==> config.mk <==
export PLATFORM = sky130hd
export DESIGN_NAME = trc_trigger_ctrl
export DESIGN_NICKNAME = d
export VERILOG_FILES = /design/src/rtl/trc_trig_in.v /design/src/rtl/trc_trigger_ctrl.v
export VERILOG_INCLUDE_DIRS = /design/src /design/src/rtl
export SDC_FILE = /design/constraint.sdc
export NUM_CORES = 1
export LEC_CHECK = 0
export BUFFER_PORTS_ARGS = -buffer_cell sky130_fd_sc_hd__buf_4
export CORE_MARGIN = 3
export CORE_UTILIZATION = 55
export CTS_BUF_LIST = sky130_fd_sc_hd__clkbuf_2 sky130_fd_sc_hd__clkbuf_4 sky130_fd_sc_hd__clkbuf_8
export CTS_CLUSTER_SIZE = 24
export DETAILED_ROUTE_END_ITERATION = 16
export PLACE_DENSITY = 0.73
export SLEW_MARGIN = 20
export SYNTH_ARGS = -nofsm -noshare
export SYNTH_HDL_FRONTEND = slang
export SYNTH_SLANG_ARGS = --single-unit
==> constraint.sdc <==
create_clock -name aclk -period 7.8 [get_ports aclk]
set_input_delay 0.78 -clock aclk [delete_from_list [all_inputs] [get_ports aclk]]
set_output_delay 0.78 -clock aclk [all_outputs]
set_load 0.01 [all_outputs]
==> src/rtl/trc_map.vh <==
// register map, fields, reset values and timing constants of the trigger block
`ifndef TRC_MAP_VH
`define TRC_MAP_VH

// ****************************************
// clock and timing
// ****************************************
`define TRC_CLK_MHZ          100
`define TRC_ABORT_TIME_MS    7
`define TRC_YUV_MAX_FPS      4
`define TRC_FRAME_FPS_DFLT   30
`define TRC_MS_TO_US         1000
`define TRC_HZ_PER_MHZ       1000000

// ****************************************
// register byte offsets
// ****************************************
`define TRC_OFS_CTRL         8'h00
`define TRC_OFS_PORT_CFG     8'h04
`define TRC_OFS_STREAM_CFG   8'h08
`define TRC_OFS_FRAME_PERIOD 8'h0c
`define TRC_OFS_STATUS       8'h10
`define TRC_OFS_TRIG_COUNT   8'h14
`define TRC_OFS_DROP_COUNT   8'h18

// ****************************************
// field positions
// ****************************************
`define TRC_CTRL_ALARM_EN    0
`define TRC_PCFG_TRIG_LSB    0
`define TRC_PCFG_INV_LSB     8
`define TRC_PCFG_DIR_LSB     16
`define TRC_SCFG_EN_LSB      0
`define TRC_SCFG_STILL_LSB   8
`define TRC_SCFG_YUV_LSB     16
`define TRC_STAT_ABORT       0
`define TRC_STAT_EPOCH_LSB   8

// ****************************************
// reset values and bus answers
// ****************************************
`define TRC_CTRL_RST         32'h0000_0000
`define TRC_PCFG_RST         32'h0000_0000
`define TRC_SCFG_RST         32'h0000_0000
`define TRC_RESP_OKAY        2'b00
`define TRC_RESP_SLVERR      2'b10

`endif

==> src/rtl/trc_trig_in.v <==
// one trigger input: two-flop synchroniser, polarity select, edge pulse
module trc_trig_in (
    // clock, reset, enable
    input  wire aclk,
    input  wire aresetn,
    input  wire ce,
    // pin and configuration
    input  wire pin,
    input  wire armed,
    input  wire invert,
    // one pulse per qualifying change
    output reg  edge_pulse
);

    reg sync_a;
    reg sync_b;
    reg last;

    always @(posedge aclk) begin
        if (!aresetn) begin
            sync_a <= 1'b0;
            sync_b <= 1'b0;
            last   <= 1'b0;
        end else if (ce) begin
            sync_a <= pin;
            sync_b <= sync_a;
            last   <= sync_b;
        end
    end

    always @(posedge aclk) begin
        if (!aresetn) begin
            edge_pulse <= 1'b0;
        end else if (ce) begin
            if (invert) begin
                edge_pulse <= armed & last & ~sync_b;
            end else begin
                edge_pulse <= armed & ~last & sync_b;
            end
        end
    end

endmodule // trc_trig_in

==> src/rtl/trc_trigger_ctrl.v <==
// real-time trigger control: abort, timed exposure, routing, register slave
//
// The register addresses and the AXI4-Lite slave port were left to the implementer.
`include "trc_map.vh"

// How it works
// - input port with trigger function fires on inactive-to-active change.
// - with invert set, the port fires on active-to-inactive change.
// - any armed port may trigger; edges are OR-ed together.
// - with alarm source enabled, each accepted trigger raises an alarm.
// - alarm e-mail image is the frame captured for that trigger.
// - FTP or card image is the frame captured for that trigger.
// - triggered frames go to every enabled stream, to YUV streams only when the YUV rate limit allows.
// - continuous streams get triggered frames within their normal sequence.
// - still-codec streams carry only triggered frames, as motion JPEG.
// - uncompressed YUV triggered frames limited to four per second.
// - trigger aborts captures; new exposure starts exactly 7 ms later.
// - frames interrupted by an abort are dropped in every stream.
// - internal captures resume one frame period after the abort ends.
module trc_trigger_ctrl #(
    parameter NUM_PORTS    = 4,
    parameter NUM_STREAMS  = 3,
    parameter EPOCH_W      = 8,
    parameter CNT_W        = 32,
    parameter ABORT_CYCLES = `TRC_ABORT_TIME_MS * `TRC_MS_TO_US
                             * `TRC_CLK_MHZ,
    parameter YUV_CYCLES   = (`TRC_CLK_MHZ * `TRC_HZ_PER_MHZ
                             + `TRC_YUV_MAX_FPS - 1) / `TRC_YUV_MAX_FPS,
    parameter FRAME_DFLT   = (`TRC_CLK_MHZ * `TRC_HZ_PER_MHZ)
                             / `TRC_FRAME_FPS_DFLT
) (
    // clock, reset, enable
    input  wire                   aclk,
    input  wire                   aresetn,
    input  wire                   ce,
    // trigger pins
    input  wire [NUM_PORTS-1:0]   trig_pin,
    // axi4-lite write address
    input  wire                   s_axi_awvalid,
    output reg                    s_axi_awready,
    input  wire [7:0]             s_axi_awaddr,
    // axi4-lite write data
    input  wire                   s_axi_wvalid,
    output reg                    s_axi_wready,
    input  wire [31:0]            s_axi_wdata,
    input  wire [3:0]             s_axi_wstrb,
    // axi4-lite write response
    output reg                    s_axi_bvalid,
    input  wire                   s_axi_bready,
    output reg  [1:0]             s_axi_bresp,
    // axi4-lite read
    input  wire                   s_axi_arvalid,
    output reg                    s_axi_arready,
    input  wire [7:0]             s_axi_araddr,
    output reg                    s_axi_rvalid,
    input  wire                   s_axi_rready,
    output reg  [31:0]            s_axi_rdata,
    output reg  [1:0]             s_axi_rresp,
    // sensor control
    output reg                    capture_abort,
    output reg                    exposure_start,
    output reg  [EPOCH_W-1:0]     exposure_epoch,
    output reg                    exposure_trig,
    // sensor readout complete
    input  wire                   frame_done,
    input  wire [EPOCH_W-1:0]     done_epoch,
    input  wire                   done_trig,
    // stream routing
    output reg  [NUM_STREAMS-1:0] stream_deliver,
    output reg  [NUM_STREAMS-1:0] stream_still_codec,
    output reg                    frame_drop,
    // alarm events and alarm image
    output reg                    alarm_event,
    output reg                    alarm_image,
    output reg  [EPOCH_W-1:0]     alarm_image_epoch
);

    // ****************************************
    // registers
    // ****************************************
    reg  [31:0]          ctrl;
    reg  [31:0]          port_cfg;
    reg  [31:0]          stream_cfg;
    reg  [CNT_W-1:0]     frame_period;
    reg  [31:0]          trig_count;
    reg  [31:0]          drop_count;

    // trigger and timing state
    wire [NUM_PORTS-1:0] port_edge;
    reg                  aborting;
    reg  [CNT_W-1:0]     abort_cnt;
    reg  [CNT_W-1:0]     frame_cnt;
    reg  [EPOCH_W-1:0]   epoch;
    reg  [CNT_W-1:0]     yuv_gap;
    reg  [NUM_STREAMS-1:0] next_deliver;
    reg                  yuv_used;
    integer              i;
    integer              j;

    // axi write holding
    reg  [7:0]           aw_addr;
    reg                  aw_held;
    reg  [31:0]          w_data;
    reg  [3:0]           w_strb;
    reg                  w_held;

    // ****************************************
    // trigger inputs
    // ****************************************
    genvar g;
    generate
        for (g = 0; g < NUM_PORTS; g = g + 1) begin : g_port
            trc_trig_in u_in (
                .aclk       (aclk),
                .aresetn    (aresetn),
                .ce         (ce),
                .pin        (trig_pin[g]),
                .armed      (port_cfg[`TRC_PCFG_TRIG_LSB + g] &
                             port_cfg[`TRC_PCFG_DIR_LSB + g]),
                .invert     (port_cfg[`TRC_PCFG_INV_LSB + g]),
                .edge_pulse (port_edge[g])
            );
        end
    endgenerate

    wire trig_any = |port_edge;

    // accepted frame: tag matches current epoch
    wire done_ok = frame_done & (done_epoch == epoch);
    wire yuv_ready = (yuv_gap >= YUV_CYCLES[CNT_W-1:0]);

    // ****************************************
    // abort, exposure timing
    // ****************************************
    always @(posedge aclk) begin
        if (!aresetn) begin
            aborting       <= 1'b0;
            abort_cnt      <= {CNT_W{1'b0}};
            frame_cnt      <= {CNT_W{1'b0}};
            epoch          <= {EPOCH_W{1'b0}};
            capture_abort  <= 1'b0;
            exposure_start <= 1'b0;
            exposure_epoch <= {EPOCH_W{1'b0}};
            exposure_trig  <= 1'b0;
            alarm_event    <= 1'b0;
            trig_count     <= 32'h0000_0000;
        end else if (ce) begin
            capture_abort  <= 1'b0;
            exposure_start <= 1'b0;
            alarm_event    <= 1'b0;
            if (trig_any) begin
                capture_abort <= 1'b1;
                aborting      <= 1'b1;
                abort_cnt     <= ABORT_CYCLES[CNT_W-1:0] - 1'b1;
                epoch         <= epoch + 1'b1;
                trig_count    <= trig_count + 1'b1;
                alarm_event   <= ctrl[`TRC_CTRL_ALARM_EN];
            end else if (aborting) begin
                if (abort_cnt == {CNT_W{1'b0}}) begin
                    aborting       <= 1'b0;
                    exposure_start <= 1'b1;
                    exposure_epoch <= epoch;
                    exposure_trig  <= 1'b1;
                    frame_cnt      <= frame_period;
                end else begin
                    abort_cnt <= abort_cnt - 1'b1;
                end
            end else if (frame_cnt <= {{(CNT_W-1){1'b0}}, 1'b1}) begin
                // internal timed capture
                exposure_start <= 1'b1;
                exposure_epoch <= epoch;
                exposure_trig  <= 1'b0;
                frame_cnt      <= frame_period;
            end else begin
                frame_cnt <= frame_cnt - 1'b1;
            end
        end
    end

    // ****************************************
    // stream routing
    // ****************************************
    always @* begin
        next_deliver = {NUM_STREAMS{1'b0}};
        yuv_used     = 1'b0;
        for (i = 0; i < NUM_STREAMS; i = i + 1) begin
            if (done_ok && stream_cfg[`TRC_SCFG_EN_LSB + i]) begin
                if (stream_cfg[`TRC_SCFG_YUV_LSB + i]) begin
                    next_deliver[i] = done_trig & yuv_ready;
                    yuv_used = yuv_used | (done_trig & yuv_ready);
                end else if (stream_cfg[`TRC_SCFG_STILL_LSB + i]) begin
                    next_deliver[i] = done_trig;
                end else begin
                    next_deliver[i] = 1'b1;
                end
            end
        end
    end

    // delivery, drop and alarm image pulses
    always @(posedge aclk) begin
        if (!aresetn) begin
            stream_deliver     <= {NUM_STREAMS{1'b0}};
            stream_still_codec <= {NUM_STREAMS{1'b0}};
            frame_drop         <= 1'b0;
            alarm_image        <= 1'b0;
            alarm_image_epoch  <= {EPOCH_W{1'b0}};
            drop_count         <= 32'h0000_0000;
            yuv_gap            <= YUV_CYCLES[CNT_W-1:0];
        end else if (ce) begin
            stream_deliver <= next_deliver;
            stream_still_codec <=
                stream_cfg[`TRC_SCFG_STILL_LSB +: NUM_STREAMS];
            frame_drop <= frame_done & ~done_ok;
            if (frame_done && !done_ok) begin
                drop_count <= drop_count + 1'b1;
            end
            alarm_image <= done_ok & done_trig & ctrl[`TRC_CTRL_ALARM_EN];
            if (done_ok && done_trig) begin
                alarm_image_epoch <= done_epoch;
            end
            if (yuv_used) begin
                yuv_gap <= {CNT_W{1'b0}};
            end else if (!yuv_ready) begin
                yuv_gap <= yuv_gap + 1'b1;
            end
        end
    end

    // ****************************************
    // axi4-lite write channel
    // ****************************************
    always @(posedge aclk) begin
        if (!aresetn) begin
            s_axi_awready <= 1'b1;
            s_axi_wready  <= 1'b1;
            s_axi_bvalid  <= 1'b0;
            s_axi_bresp   <= `TRC_RESP_OKAY;
            aw_held       <= 1'b0;
            w_held        <= 1'b0;
            aw_addr       <= 8'h00;
            w_data        <= 32'h0000_0000;
            w_strb        <= 4'h0;
            ctrl          <= `TRC_CTRL_RST;
            port_cfg      <= `TRC_PCFG_RST;
            stream_cfg    <= `TRC_SCFG_RST;
            frame_period  <= FRAME_DFLT[CNT_W-1:0];
        end else if (ce) begin
            if (s_axi_awvalid && s_axi_awready) begin
                aw_addr       <= s_axi_awaddr;
                aw_held       <= 1'b1;
                s_axi_awready <= 1'b0;
            end
            if (s_axi_wvalid && s_axi_wready) begin
                w_data       <= s_axi_wdata;
                w_strb       <= s_axi_wstrb;
                w_held       <= 1'b1;
                s_axi_wready <= 1'b0;
            end
            if (aw_held && w_held && !s_axi_bvalid) begin
                s_axi_bvalid <= 1'b1;
                s_axi_bresp  <= `TRC_RESP_OKAY;
                aw_held      <= 1'b0;
                w_held       <= 1'b0;
                for (j = 0; j < 4; j = j + 1) begin
                    if (w_strb[j]) begin
                        case (aw_addr)
                            `TRC_OFS_CTRL: begin
                                ctrl[j*8 +: 8] <= w_data[j*8 +: 8];
                            end
                            `TRC_OFS_PORT_CFG: begin
                                port_cfg[j*8 +: 8] <= w_data[j*8 +: 8];
                            end
                            `TRC_OFS_STREAM_CFG: begin
                                stream_cfg[j*8 +: 8] <= w_data[j*8 +: 8];
                            end
                            `TRC_OFS_FRAME_PERIOD: begin
                                frame_period[j*8 +: 8] <= w_data[j*8 +: 8];
                            end
                            default: begin
                            end
                        endcase
                    end
                end
                case (aw_addr)
                    `TRC_OFS_CTRL, `TRC_OFS_PORT_CFG,
                    `TRC_OFS_STREAM_CFG, `TRC_OFS_FRAME_PERIOD,
                    `TRC_OFS_STATUS, `TRC_OFS_TRIG_COUNT,
                    `TRC_OFS_DROP_COUNT: begin
                        s_axi_bresp <= `TRC_RESP_OKAY;
                    end
                    default: begin
                        s_axi_bresp <= `TRC_RESP_SLVERR;
                    end
                endcase
            end
            if (s_axi_bvalid && s_axi_bready) begin
                s_axi_bvalid  <= 1'b0;
                s_axi_awready <= 1'b1;
                s_axi_wready  <= 1'b1;
            end
        end
    end

    // ****************************************
    // axi4-lite read channel
    // ****************************************
    always @(posedge aclk) begin
        if (!aresetn) begin
            s_axi_arready <= 1'b1;
            s_axi_rvalid  <= 1'b0;
            s_axi_rdata   <= 32'h0000_0000;
            s_axi_rresp   <= `TRC_RESP_OKAY;
        end else if (ce) begin
            if (s_axi_arvalid && s_axi_arready) begin
                s_axi_arready <= 1'b0;
                s_axi_rvalid  <= 1'b1;
                s_axi_rresp   <= `TRC_RESP_OKAY;
                case (s_axi_araddr)
                    `TRC_OFS_CTRL:         s_axi_rdata <= ctrl;
                    `TRC_OFS_PORT_CFG:     s_axi_rdata <= port_cfg;
                    `TRC_OFS_STREAM_CFG:   s_axi_rdata <= stream_cfg;
                    `TRC_OFS_FRAME_PERIOD: s_axi_rdata <= frame_period;
                    `TRC_OFS_STATUS: begin
                        s_axi_rdata <= 32'h0000_0000;
                        s_axi_rdata[`TRC_STAT_ABORT] <= aborting;
                        s_axi_rdata[`TRC_STAT_EPOCH_LSB +: EPOCH_W] <= epoch;
                    end
                    `TRC_OFS_TRIG_COUNT:   s_axi_rdata <= trig_count;
                    `TRC_OFS_DROP_COUNT:   s_axi_rdata <= drop_count;
                    default: begin
                        s_axi_rdata <= 32'h0000_0000;
                        s_axi_rresp <= `TRC_RESP_SLVERR;
                    end
                endcase
            end
            if (s_axi_rvalid && s_axi_rready) begin
                s_axi_rvalid  <= 1'b0;
                s_axi_arready <= 1'b1;
            end
        end
    end

endmodule // trc_trigger_ctrl
After elaboration in Yosys (flattened, before gate mapping)
Index checks and enable logic that the tools add are counted.

Add/sub/neg operators: 6. $mul: 0. Divide/modulo/power cells: 0. Order comparisons: 2. Equality and inequality tests: 16. Shifts and indexed selects: 0. Multiplexer cells: 59. Bitwise operators: 37. Reduce and logical (&&, ||, !) cells: 61.

Operators by type and width (number): 2-to-1 mux 32 bit (8); one-hot mux 32 bit (7 select lines) (1); adder 32 x 1 -> 32 bit (second input constant) (3); AND reduction 4 bit (17); subtractor 32 x 1 -> 32 bit (second input constant) (2); == test 8 x 5 -> 1 bit (second input constant) (6); 2-to-1 mux 1 bit (45); == test 8 x 4 -> 1 bit (second input constant) (4); greater-or-equal comparator 32 x 25 -> 1 bit (second input constant) (1); <= comparator 32 x 1 -> 1 bit (second input constant) (1); zero test 32 bit (1); AND reduction 2 bit (14); bitwise AND 1 bit (25); 2-to-1 mux 8 bit (3); == test 8 x 3 -> 1 bit (second input constant) (2); zero test 8 bit (2); nonzero test 2 bit (8); OR reduction 7 bit (2); logical AND 1 bit (12); inverter 1 bit (10); adder 8 x 1 -> 8 bit (second input constant) (1); == test 8 bit (1); AND reduction 3 bit (2); 2-to-1 mux 2 bit (2); 5 further kinds (8).

Flip-flop bits (word level): 428. Latch bits: 0. Memory bits (writable): 0. Memory bits (read-only): 0. Input bits: 74. Output and inout port bits: 69. Logic and storage cells: 243. Memories: 0.

Logic depth before layout (Yosys ltp)
Gate-level depths: netlist of the first run.

Depth in word-level cells: 12. Depth in mapped cells: 10. Mapped depth without buffers: 8.

By module
From an unflattened synthesis of the first run, not the netlist that was laid out.

Cell total of the unflattened synthesis: 2237. Area, all modules: 19283.5 um^2.

By module, submodules not included: trc_trigger_ctrl (instances 1, cells an instance 2173, area each 18627.9 um^2, seq. area each 8207.9 um^2); trc_trig_in (instances 4, cells an instance 16, area each 163.9 um^2, seq. area each 80.1 um^2).

Worst setup path after synthesis of the first run
OpenSTA, ideal clock, no wires.

Path type: input port to flip-flop. From: in s_axi_araddr[4]. To: reg s_axi_rdata[13]. Library setup time: 58 ps. Data arrival time: 2777 ps. Required time: 7742 ps. Path slack: 4965 ps. Stages on the path: 9. Path buffers: 3. Cell sequence: clkbuf_1 > or4_1 > clkbuf_1 > or2_2 > nor3_2 > buf_2 > a22oi_1 > a31oi_1 > a21o_1.

Cells in the longest elaborated chain, start to end: 2. Elaborated cells between the ends (all ways): 8. Those cells by class: eq/ne: 6; mux: 1; reduce/logical: 1.

Ends and longest elaborated chain: start: declaration (RTL line trc_trigger_ctrl.v:54) `input wire [7:0] s_axi_araddr,`; == test 8 x 5 -> 1 bit, or another cell as far along (RTL line trc_trigger_ctrl.v:319) `case (s_axi_araddr)`; one-hot mux 32 bit (7 select lines) * (RTL line trc_trigger_ctrl.v:319); end signal: assignment (RTL line trc_trigger_ctrl.v:320) `` `TRC_OFS_CTRL: s_axi_rdata <= ctrl; ``; end signal: assignment (RTL line trc_trigger_ctrl.v:321) `` `TRC_OFS_PORT_CFG: s_axi_rdata <= port_cfg; ``; end signal: assignment (RTL line trc_trigger_ctrl.v:322) `` `TRC_OFS_STREAM_CFG: s_axi_rdata <= stream_cfg; ``; end: declaration (RTL line trc_trigger_ctrl.v:57) `output reg [31:0] s_axi_rdata,`.

Mark *: on every way between the ends. The rest lies on a longest branch, timed or not. A chain may end at the register's enable or synchronous reset.

Final worst setup path of the first run
From: reg abort_cnt[14]. To: reg frame_cnt[15].

Cells in the longest elaborated chain, start to end: 3.

Ends and longest elaborated chain: start: declaration (RTL line trc_trigger_ctrl.v:91) `reg [CNT_W-1:0] abort_cnt;`; start signal: assignment (RTL line trc_trigger_ctrl.v:138) `abort_cnt <= {CNT_W{1'b0}};`; start signal: assignment (RTL line trc_trigger_ctrl.v:154) `abort_cnt <= ABORT_CYCLES[CNT_W-1:0] - 1'b1;`; start signal: assignment (RTL line trc_trigger_ctrl.v:166) `abort_cnt <= abort_cnt - 1'b1;`; zero test 32 bit (RTL line trc_trigger_ctrl.v:159) `if (abort_cnt == {CNT_W{1'b0}}) begin`; != test 2 x 1 -> 1 bit (no line); AND reduction 3 bit (no line); end signal: assignment (RTL line trc_trigger_ctrl.v:164) `frame_cnt <= frame_period;`; end signal: assignment (RTL line trc_trigger_ctrl.v:173) `frame_cnt <= frame_period;`; end signal: assignment (RTL line trc_trigger_ctrl.v:175) `frame_cnt <= frame_cnt - 1'b1;`; end: declaration (RTL line trc_trigger_ctrl.v:92) `reg [CNT_W-1:0] frame_cnt;`.

No other way between the ends.

==> results.ini, run 1 <==
[cells_and_area]
seqCellArea_sq_um=8530
num_antenna_cells=0
syn2layout_area_growth_pct=15.1
final_core_util_pct=64.5
design_area_sq_um=21700
final_nets=2363
fillers=2842
multi_input_area_sq_um=9750
layout-drive-gt1-share_pct=13.9

[sta]
slew_headroom_pct=28.6
final.period_utilization_pct=42.8
timing.fmax_mhz=300
slew_violations=0
rsz0062_at_grt=false
tns_ns=0
fin_crit_ns=3.34
finalSetupViolations=0
fin_skew_ns=0.0302
hold_violations=0
hold_ws_ns=0.398
worstMarginPinSlew_ns=1.07

[logic_synthesis]
synth_flop_cell=dfxtp_1
synth_compound_area_share_pct=14.3
ys_ff_latch=426
synth_top_area_share_pct=45.3
synth_top_family_by_area=simple AND/OR/NAND/NOR gates
netlist_area_sq_um=18800
postSynthAreaPerCell_sq_um=8.65
ys_seq_area_share_pct=45.3
yosys_warnings=0
synthMuxAreaShare_pct=8.68
synth_edf_count=0
synth_top_area_cell=dfxtp_1
synth_cells=2177
synth.distinct_cells=74
synth_fa_ha_area_share_pct=0.532
ys_top_cells_by_area=dfxtp_1, mux2i_1, nand2_1, nor2_1, a21oi_1
synth-simple-area-share_pct=23.2
async_reset_ff_share_pct=0
synth_xor_area_share_pct=4.84

[cts]
root_buffer=clkbuf_8
cts_resized=0
clkTransAtPathRegs_ns=0.06
clkLatencyLatePin_ns=0.62
cts_hold_buf=0
clockBufferDepth=3
h-tree-depth=3
cts_buffers=73
cts_tree=done
cts_setup_buffers=0
cts_sinks=426

[place]
gp_congestion=0.934
place_area_sq_um=20100
hpwlAfterDp_um=39100
io_buffer_count=140

[detailed_routing]
via_per_inst=6.20
dr_total_vias=17239
drtIter0Drc=1892
drt-total-wl_um=56800
firstDrtPassIters=6
ant_nets=0
drcViolationCount=0
wl_per_cell_um=20.4

[floorplan]
std_cell_rows=67
dieArea_sq_um=36500
fp.dieW_um=191
initial_core_util_pct=56.0
fp.coreArea_sq_um=33600
chipHeight_um=191
pin_count=143

[critical_path]
arrival_ns=3.84
critPathKind=reg2reg
cp_max_fo=26
crit_start=abort_cnt[14]
cp.required_ns=8.31
r2r_start=abort_cnt[14]
endpoint_kind=register
start_kind=register

[global_route]
grt_util_all_layers_pct=30.7
grt_overflow=0
grt_use_met3_pct=6.71
grt_pass1_vias=16294
grt_pass1_wl_um=88900
grt_util_met1_pct=41.0
grt_antenna_before_repair=0
grtUsageMet2_pct=47.6
grt-busiest-layer=met2
grt_max_degree=104

[worst_hold_path]
hold_path_class=in2reg
min_from=trig_pin[3]

[power_and_ir_drop]
peakVddDrop_mv=0.166
leakagePower_nw=8.19
total_power_mw=5.41
p_per_area_nw_per_um2=250

[run_status]
status=completed

[run]
max_cap_viol_count=0

==> metrics by stage <==
step                std cells  setup WS, ns
detailed placement       2654          4.00
global route             2782          4.06
finish                   2782          4.46
floorplan                2178          4.97
CTS                      2782          4.52
global placement         2654          4.11
==> flip-flops by register name (all words and copies together) (netlist names), 32 cells and up <==
register / count
frame_cnt: 32
ctrl: 32
frame_period: 32
s_axi_rdata: 32
abort_cnt: 32
yuv_gap: 32
port_cfg: 32
drop_count: 32
trig_count: 32
stream_cfg: 32
w_data: 32
==> power by group <==
part	switching (mW)	internal (mW)	total, mW
Combinational	0.593	0.324	0.917
Clock	0.917	1.23	2.15
Sequential	0.0915	2.25	2.34
==> synth_stat cells (15+ instances only) <==
master / count
a21oi_1: 150
a221oi_1: 19
a222oi_1: 21
a22oi_1: 28
and2_1: 17
and3_1: 27
and4_1: 20
clkbuf_1: 108
dfxtp_1: 426
inv_1: 15
mux2i_1: 152
nand2_1: 272
nand3_1: 84
nand4_1: 42
nor2_1: 260
nor3_1: 43
nor4_1: 33
o21ai_0: 89
o22ai_1: 24
or3_1: 24
or4_1: 23
xnor2_1: 33
xor2_1: 71
==> cell families after synthesis <==
family / count (synthesis)
AOI/OAI and AO/OA: 424
and+or+nand+nor: 909
other: 1
DFF: 426
xor gates and xnor gates: 104
muxes: 158
buffers and inverters: 147
adders and majority gates: 8
==> layout by cell type, fill, tap and decap left out, drive strengths merged, types with 44 or more instances in the layout <==
master | synthesis | layout
nand3 | 84 | 84
nor2 | 270 | 270
nand2 | 273 | 273
nor3 | 44 | 44
o21ai | 97 | 97
mux2i | 152 | 152
dfxtp | 426 | 426
xor2 | 71 | 71
clkbuf | 108 | 122
a21oi | 150 | 150
buf | 23 | 159
==> area by class of cell <==
cell class	instances	area share (%)
Timing Repair Buffer	159	5.51
Inverter	16	0.312
Tap cell	448	2.59
Multi-Input combinational cell	1605	45.0
Clock inverter	6	0.219
Clock buffer	122	7.03
Sequential cell	426	39.4
==> worst max-delay path, stage by stage (launching register included) <==
cell and delay (ns):
dfxtp_1 0.34, or4_1 0.67, or4b_4 0.63, o31ai_4 0.26, and2_1 0.62, nand2_4 0.34, o32ai_1 0.34
==> routing by layer <==
layer  up-vias  part of all wire [%]
li1       8040                     -
met1      8212                    43
met2       837                    44
met3       150                   8.7
met4         0                   4.4
met5         -                     0
==> path summary, 6_finish.rpt <==
check	endpoint	slack (ns)	depth (start not counted)
worst min-delay path	g_port[3].u_in.sync_a	0.40	3
worst max-delay path	frame_cnt[15]	4.46	6
worst max register to register	frame_cnt[15]	4.46	6
worst min register to register	s_axi_rdata[18]	0.45	2
Power figures use the tool's default switching activity.
==> run 2, diff against run 1 <==
Settings changed: ABC_AREA set to 1.
Clock period 7.8 ns to 3.4 ns, I/O delays scaled along.
==> results.ini, run 2 <==
[run_status]
status=completed

[worst_hold_path]
min_to=w_data[0]
hold_depth=3  ; unchanged
hold_path_class=in2reg
min_from=s_axi_wdata[0]

[floorplan]
initial_core_util_pct=55.8  ; -0.17 points
fp.coreArea_sq_um=35700  ; +6.1%
dieArea_sq_um=38500  ; +5.6%
chipHeight_um=196  ; +2.7%
fp.dieW_um=196  ; +2.7%
std_cell_rows=69  ; +3.0%
pin_count=143  ; unchanged

[critical_path]
cp.required_ns=3.93  ; -4.38 ns
critical_path_buf_inv_count=4  ; +4
r2r_start=abort_cnt[0]
regToRegEndpoint=frame_cnt[14]
arrival_ns=3.35  ; -0.49 ns
reg2reg_depth=13  ; +7
cpLargestDelayFamily=simple AND/OR/NAND/NOR gates
critPathKind=reg2reg
crit_path_top_delay_cell=buf_4
start_kind=register
endpoint_kind=register
cp_max_fo=41  ; +58%
r2r_setup_slack_ns=0.57  ; -3.89 ns
cp_num_cells=13  ; +7
max_stage_delay_ns=0.36  ; -0.31 ns
crit_top_cell=nand2_1
crit_start=abort_cnt[0]
path_cells=inv_1 -> ha_1 -> inv_1 -> nor2_2 -> nand2_1 -> nor3_1 -> nand2_1 -> nand2_1 -> nand2_2 -> inv_2 -> buf_4 -> o21ai_0 -> a211oi_1

[global_route]
grt_max_degree=177  ; +70%
grt_pass1_wl_um=99100  ; +12%
grt_antenna_before_repair=0  ; unchanged
grt_overflow=0  ; unchanged
grt_pass1_vias=18231  ; +12%
grt_util_all_layers_pct=32.3  ; +1.6 points

[cells_and_area]
layout-drive-gt1-share_pct=11.4  ; -2.5 points
layout_common_cells=nand2_1, dfxtp_1, a21oi_1, inv_1, o21ai_0
final_nets=3075  ; +30%
syn2layout_area_growth_pct=16.7
multi_input_area_sq_um=9480  ; -2.7%
final_core_util_pct=65.2  ; +0.69 points
fillers=3265  ; +15%
layout_commonest_cell=nand2_1
seqCellArea_sq_um=8530  ; unchanged
num_antenna_cells=0  ; unchanged

[power_and_ir_drop]
total_power_mw=11.8  ; +120%
p_per_area_nw_per_um2=506  ; +100%
leakagePower_nw=9.22  ; +13%
peakVddDrop_mv=0.381  ; +130%

[logic_synthesis]
netlist_area_sq_um=19900  ; +5.7%
yosysMostFrequentCell=nand2_1
synth_top_area_share_pct=42.8  ; -2.5 points
ys_seq_area_share_pct=42.8  ; -2.5 points
postSynthAreaPerCell_sq_um=7.02  ; -19%
synth_top_area_cell=dfxtp_1
ys_ff_latch=426  ; unchanged
synth_flop_cell=dfxtp_1
async_reset_ff_share_pct=0  ; unchanged
synth_common_cells=nand2_1, dfxtp_1, a21oi_1
synth.distinct_cells=54  ; -27%
yosys_warnings=0  ; unchanged
synth_edf_count=0  ; unchanged
synth_cells=2838  ; +30%
ys_top_cells_by_area=dfxtp_1, nand2_1, a21oi_1, o21ai_0, inv_1

[sta]
fin_crit_ns=2.83  ; -0.507 ns
setup_slack_ns=0.572  ; -3.89 ns
timing.fmax_mhz=354  ; +18%
slew_violations=0  ; unchanged
fin_skew_ns=0.0275  ; -0.00265 ns
final.period_utilization_pct=83.2  ; +40 points
rsz0062_at_grt=false
tns_ns=0  ; unchanged
slew_headroom_pct=41.5  ; +13 points
worstMarginPinSlew_ns=0.871  ; -0.199 ns
hold_violations=0  ; unchanged
finalSetupViolations=0  ; unchanged

[place]
hpwlAfterDp_um=46200  ; +18%
gp_congestion=0.971  ; +3.9%
io_buffer_count=140  ; unchanged
pre_cts_ws_ns=0.655  ; -3.35 ns

[cts]
cts_sinks=426  ; unchanged
cts_buffers=75  ; +2.7%
h-tree-depth=3  ; unchanged
cts_setup_buffers=0  ; unchanged
root_buffer=clkbuf_8
clkLatencyLatePin_ns=0.63  ; about the same
clkTransAtPathRegs_ns=0.06  ; about the same
cts_resized=0  ; unchanged
cts_tree=done
clockBufferDepth=3  ; unchanged

[detailed_routing]
dr_total_vias=19925  ; +16%
drt-total-wl_um=63800  ; +12%
drtIter0Drc=1814  ; -4.1%
wl_per_cell_um=18.2  ; -11%
drcViolationCount=0  ; unchanged
via_per_inst=5.68  ; -8.3%
firstDrtPassIters=7  ; +1
ant_nets=0  ; unchanged

[run]
max_cap_viol_count=0  ; unchanged

[run 2: changes by cell type after synthesis, sizes merged, moves of 28 or more]
| cell | before | now |
|---|---|---|
| a22oi | 28 | 0 |
| inv | 16 | 362 |
| nor3 | 44 | 82 |
| nand2 | 273 | 537 |
| o21ai | 97 | 283 |
| mux2i | 152 | 0 |
| o22ai | 24 | 61 |
| a21oi | 150 | 357 |
[run 2: cells by family after synthesis]
kind of cell / share of synthesized area (%)
adder cells (fa/ha/maj): 0.503
other: 0.0188
AND/OR/NAND/NOR: 22.9
XOR/XNOR: 2.60
AO/OA/AOI/OAI: 21.5
flip-flops: 42.8
buffers and inverters: 9.57
[run 2: area by class of cell]
class	count	area share (%)
Multi-Input combinational cell	1922	40.8
Sequential cell	426	36.7
Timing Repair Buffer	206	7.17
Clock buffer	120	6.52
Inverter	362	5.87
Tap cell	461	2.48
Clock inverter	9	0.431
[run 2: how the worst max path moves through the flow]
stage	endpoint	slack, ns
detailed placement	frame_cnt[3]	0.66
global placement	frame_cnt[15]	0.76
finish	frame_cnt[14]	0.57
CTS	frame_cnt[14]	0.65
global route	frame_cnt[14]	0.25
floorplan	abort_cnt[16]	1.45
[run 2: repair_timing]
action	in CTS	in global routing
endpoints found under the setup margin	0	0
hold endpoints to repair	36	0
hold buffers	36	0
[run 2: report_power, final]
group	total, mW	internal (mW)	switching (mW)
Sequential	5.29	5.14	0.149
Combinational	1.41	0.495	0.912
Clock	5.07	2.96	2.11
[run 2: metrics by stage]
step / instance area, sq um / instances / hold WS [ns]
2_1_floorplan: 19900 / 2839 / 0.417
3_3_place_gp: 21300 / 3341 / 0.427
3_5_place_dp: 21300 / 3341 / 0.433
4_1_cts: 23200 / 3506 / 0.00177
5_1_grt: 23200 / 3506 / 0.0324
6_report: 23200 / 3506 / 0.0507
[run 2: worst register-to-register path, cell delays in order (launching register included)]
cell      delay [ns]
dfxtp_1         0.35
inv_1           0.09
ha_1            0.25
inv_1           0.11
nor2_2          0.17
nand2_1         0.09
nor3_1          0.30
nand2_1         0.10
nand2_1         0.12
nand2_2         0.30
inv_2           0.15
buf_4           0.36
o21ai_0         0.15
a211oi_1        0.20
[run 2: per-layer routing]
layer	global-route usage, %	wire, um	up-vias
li1	-	-	9766
met2	52.1	29000	818
met5	0	0	-
met1	43.2	27200	9171
met3	4.86	4700	170
met4	14.3	2930	0
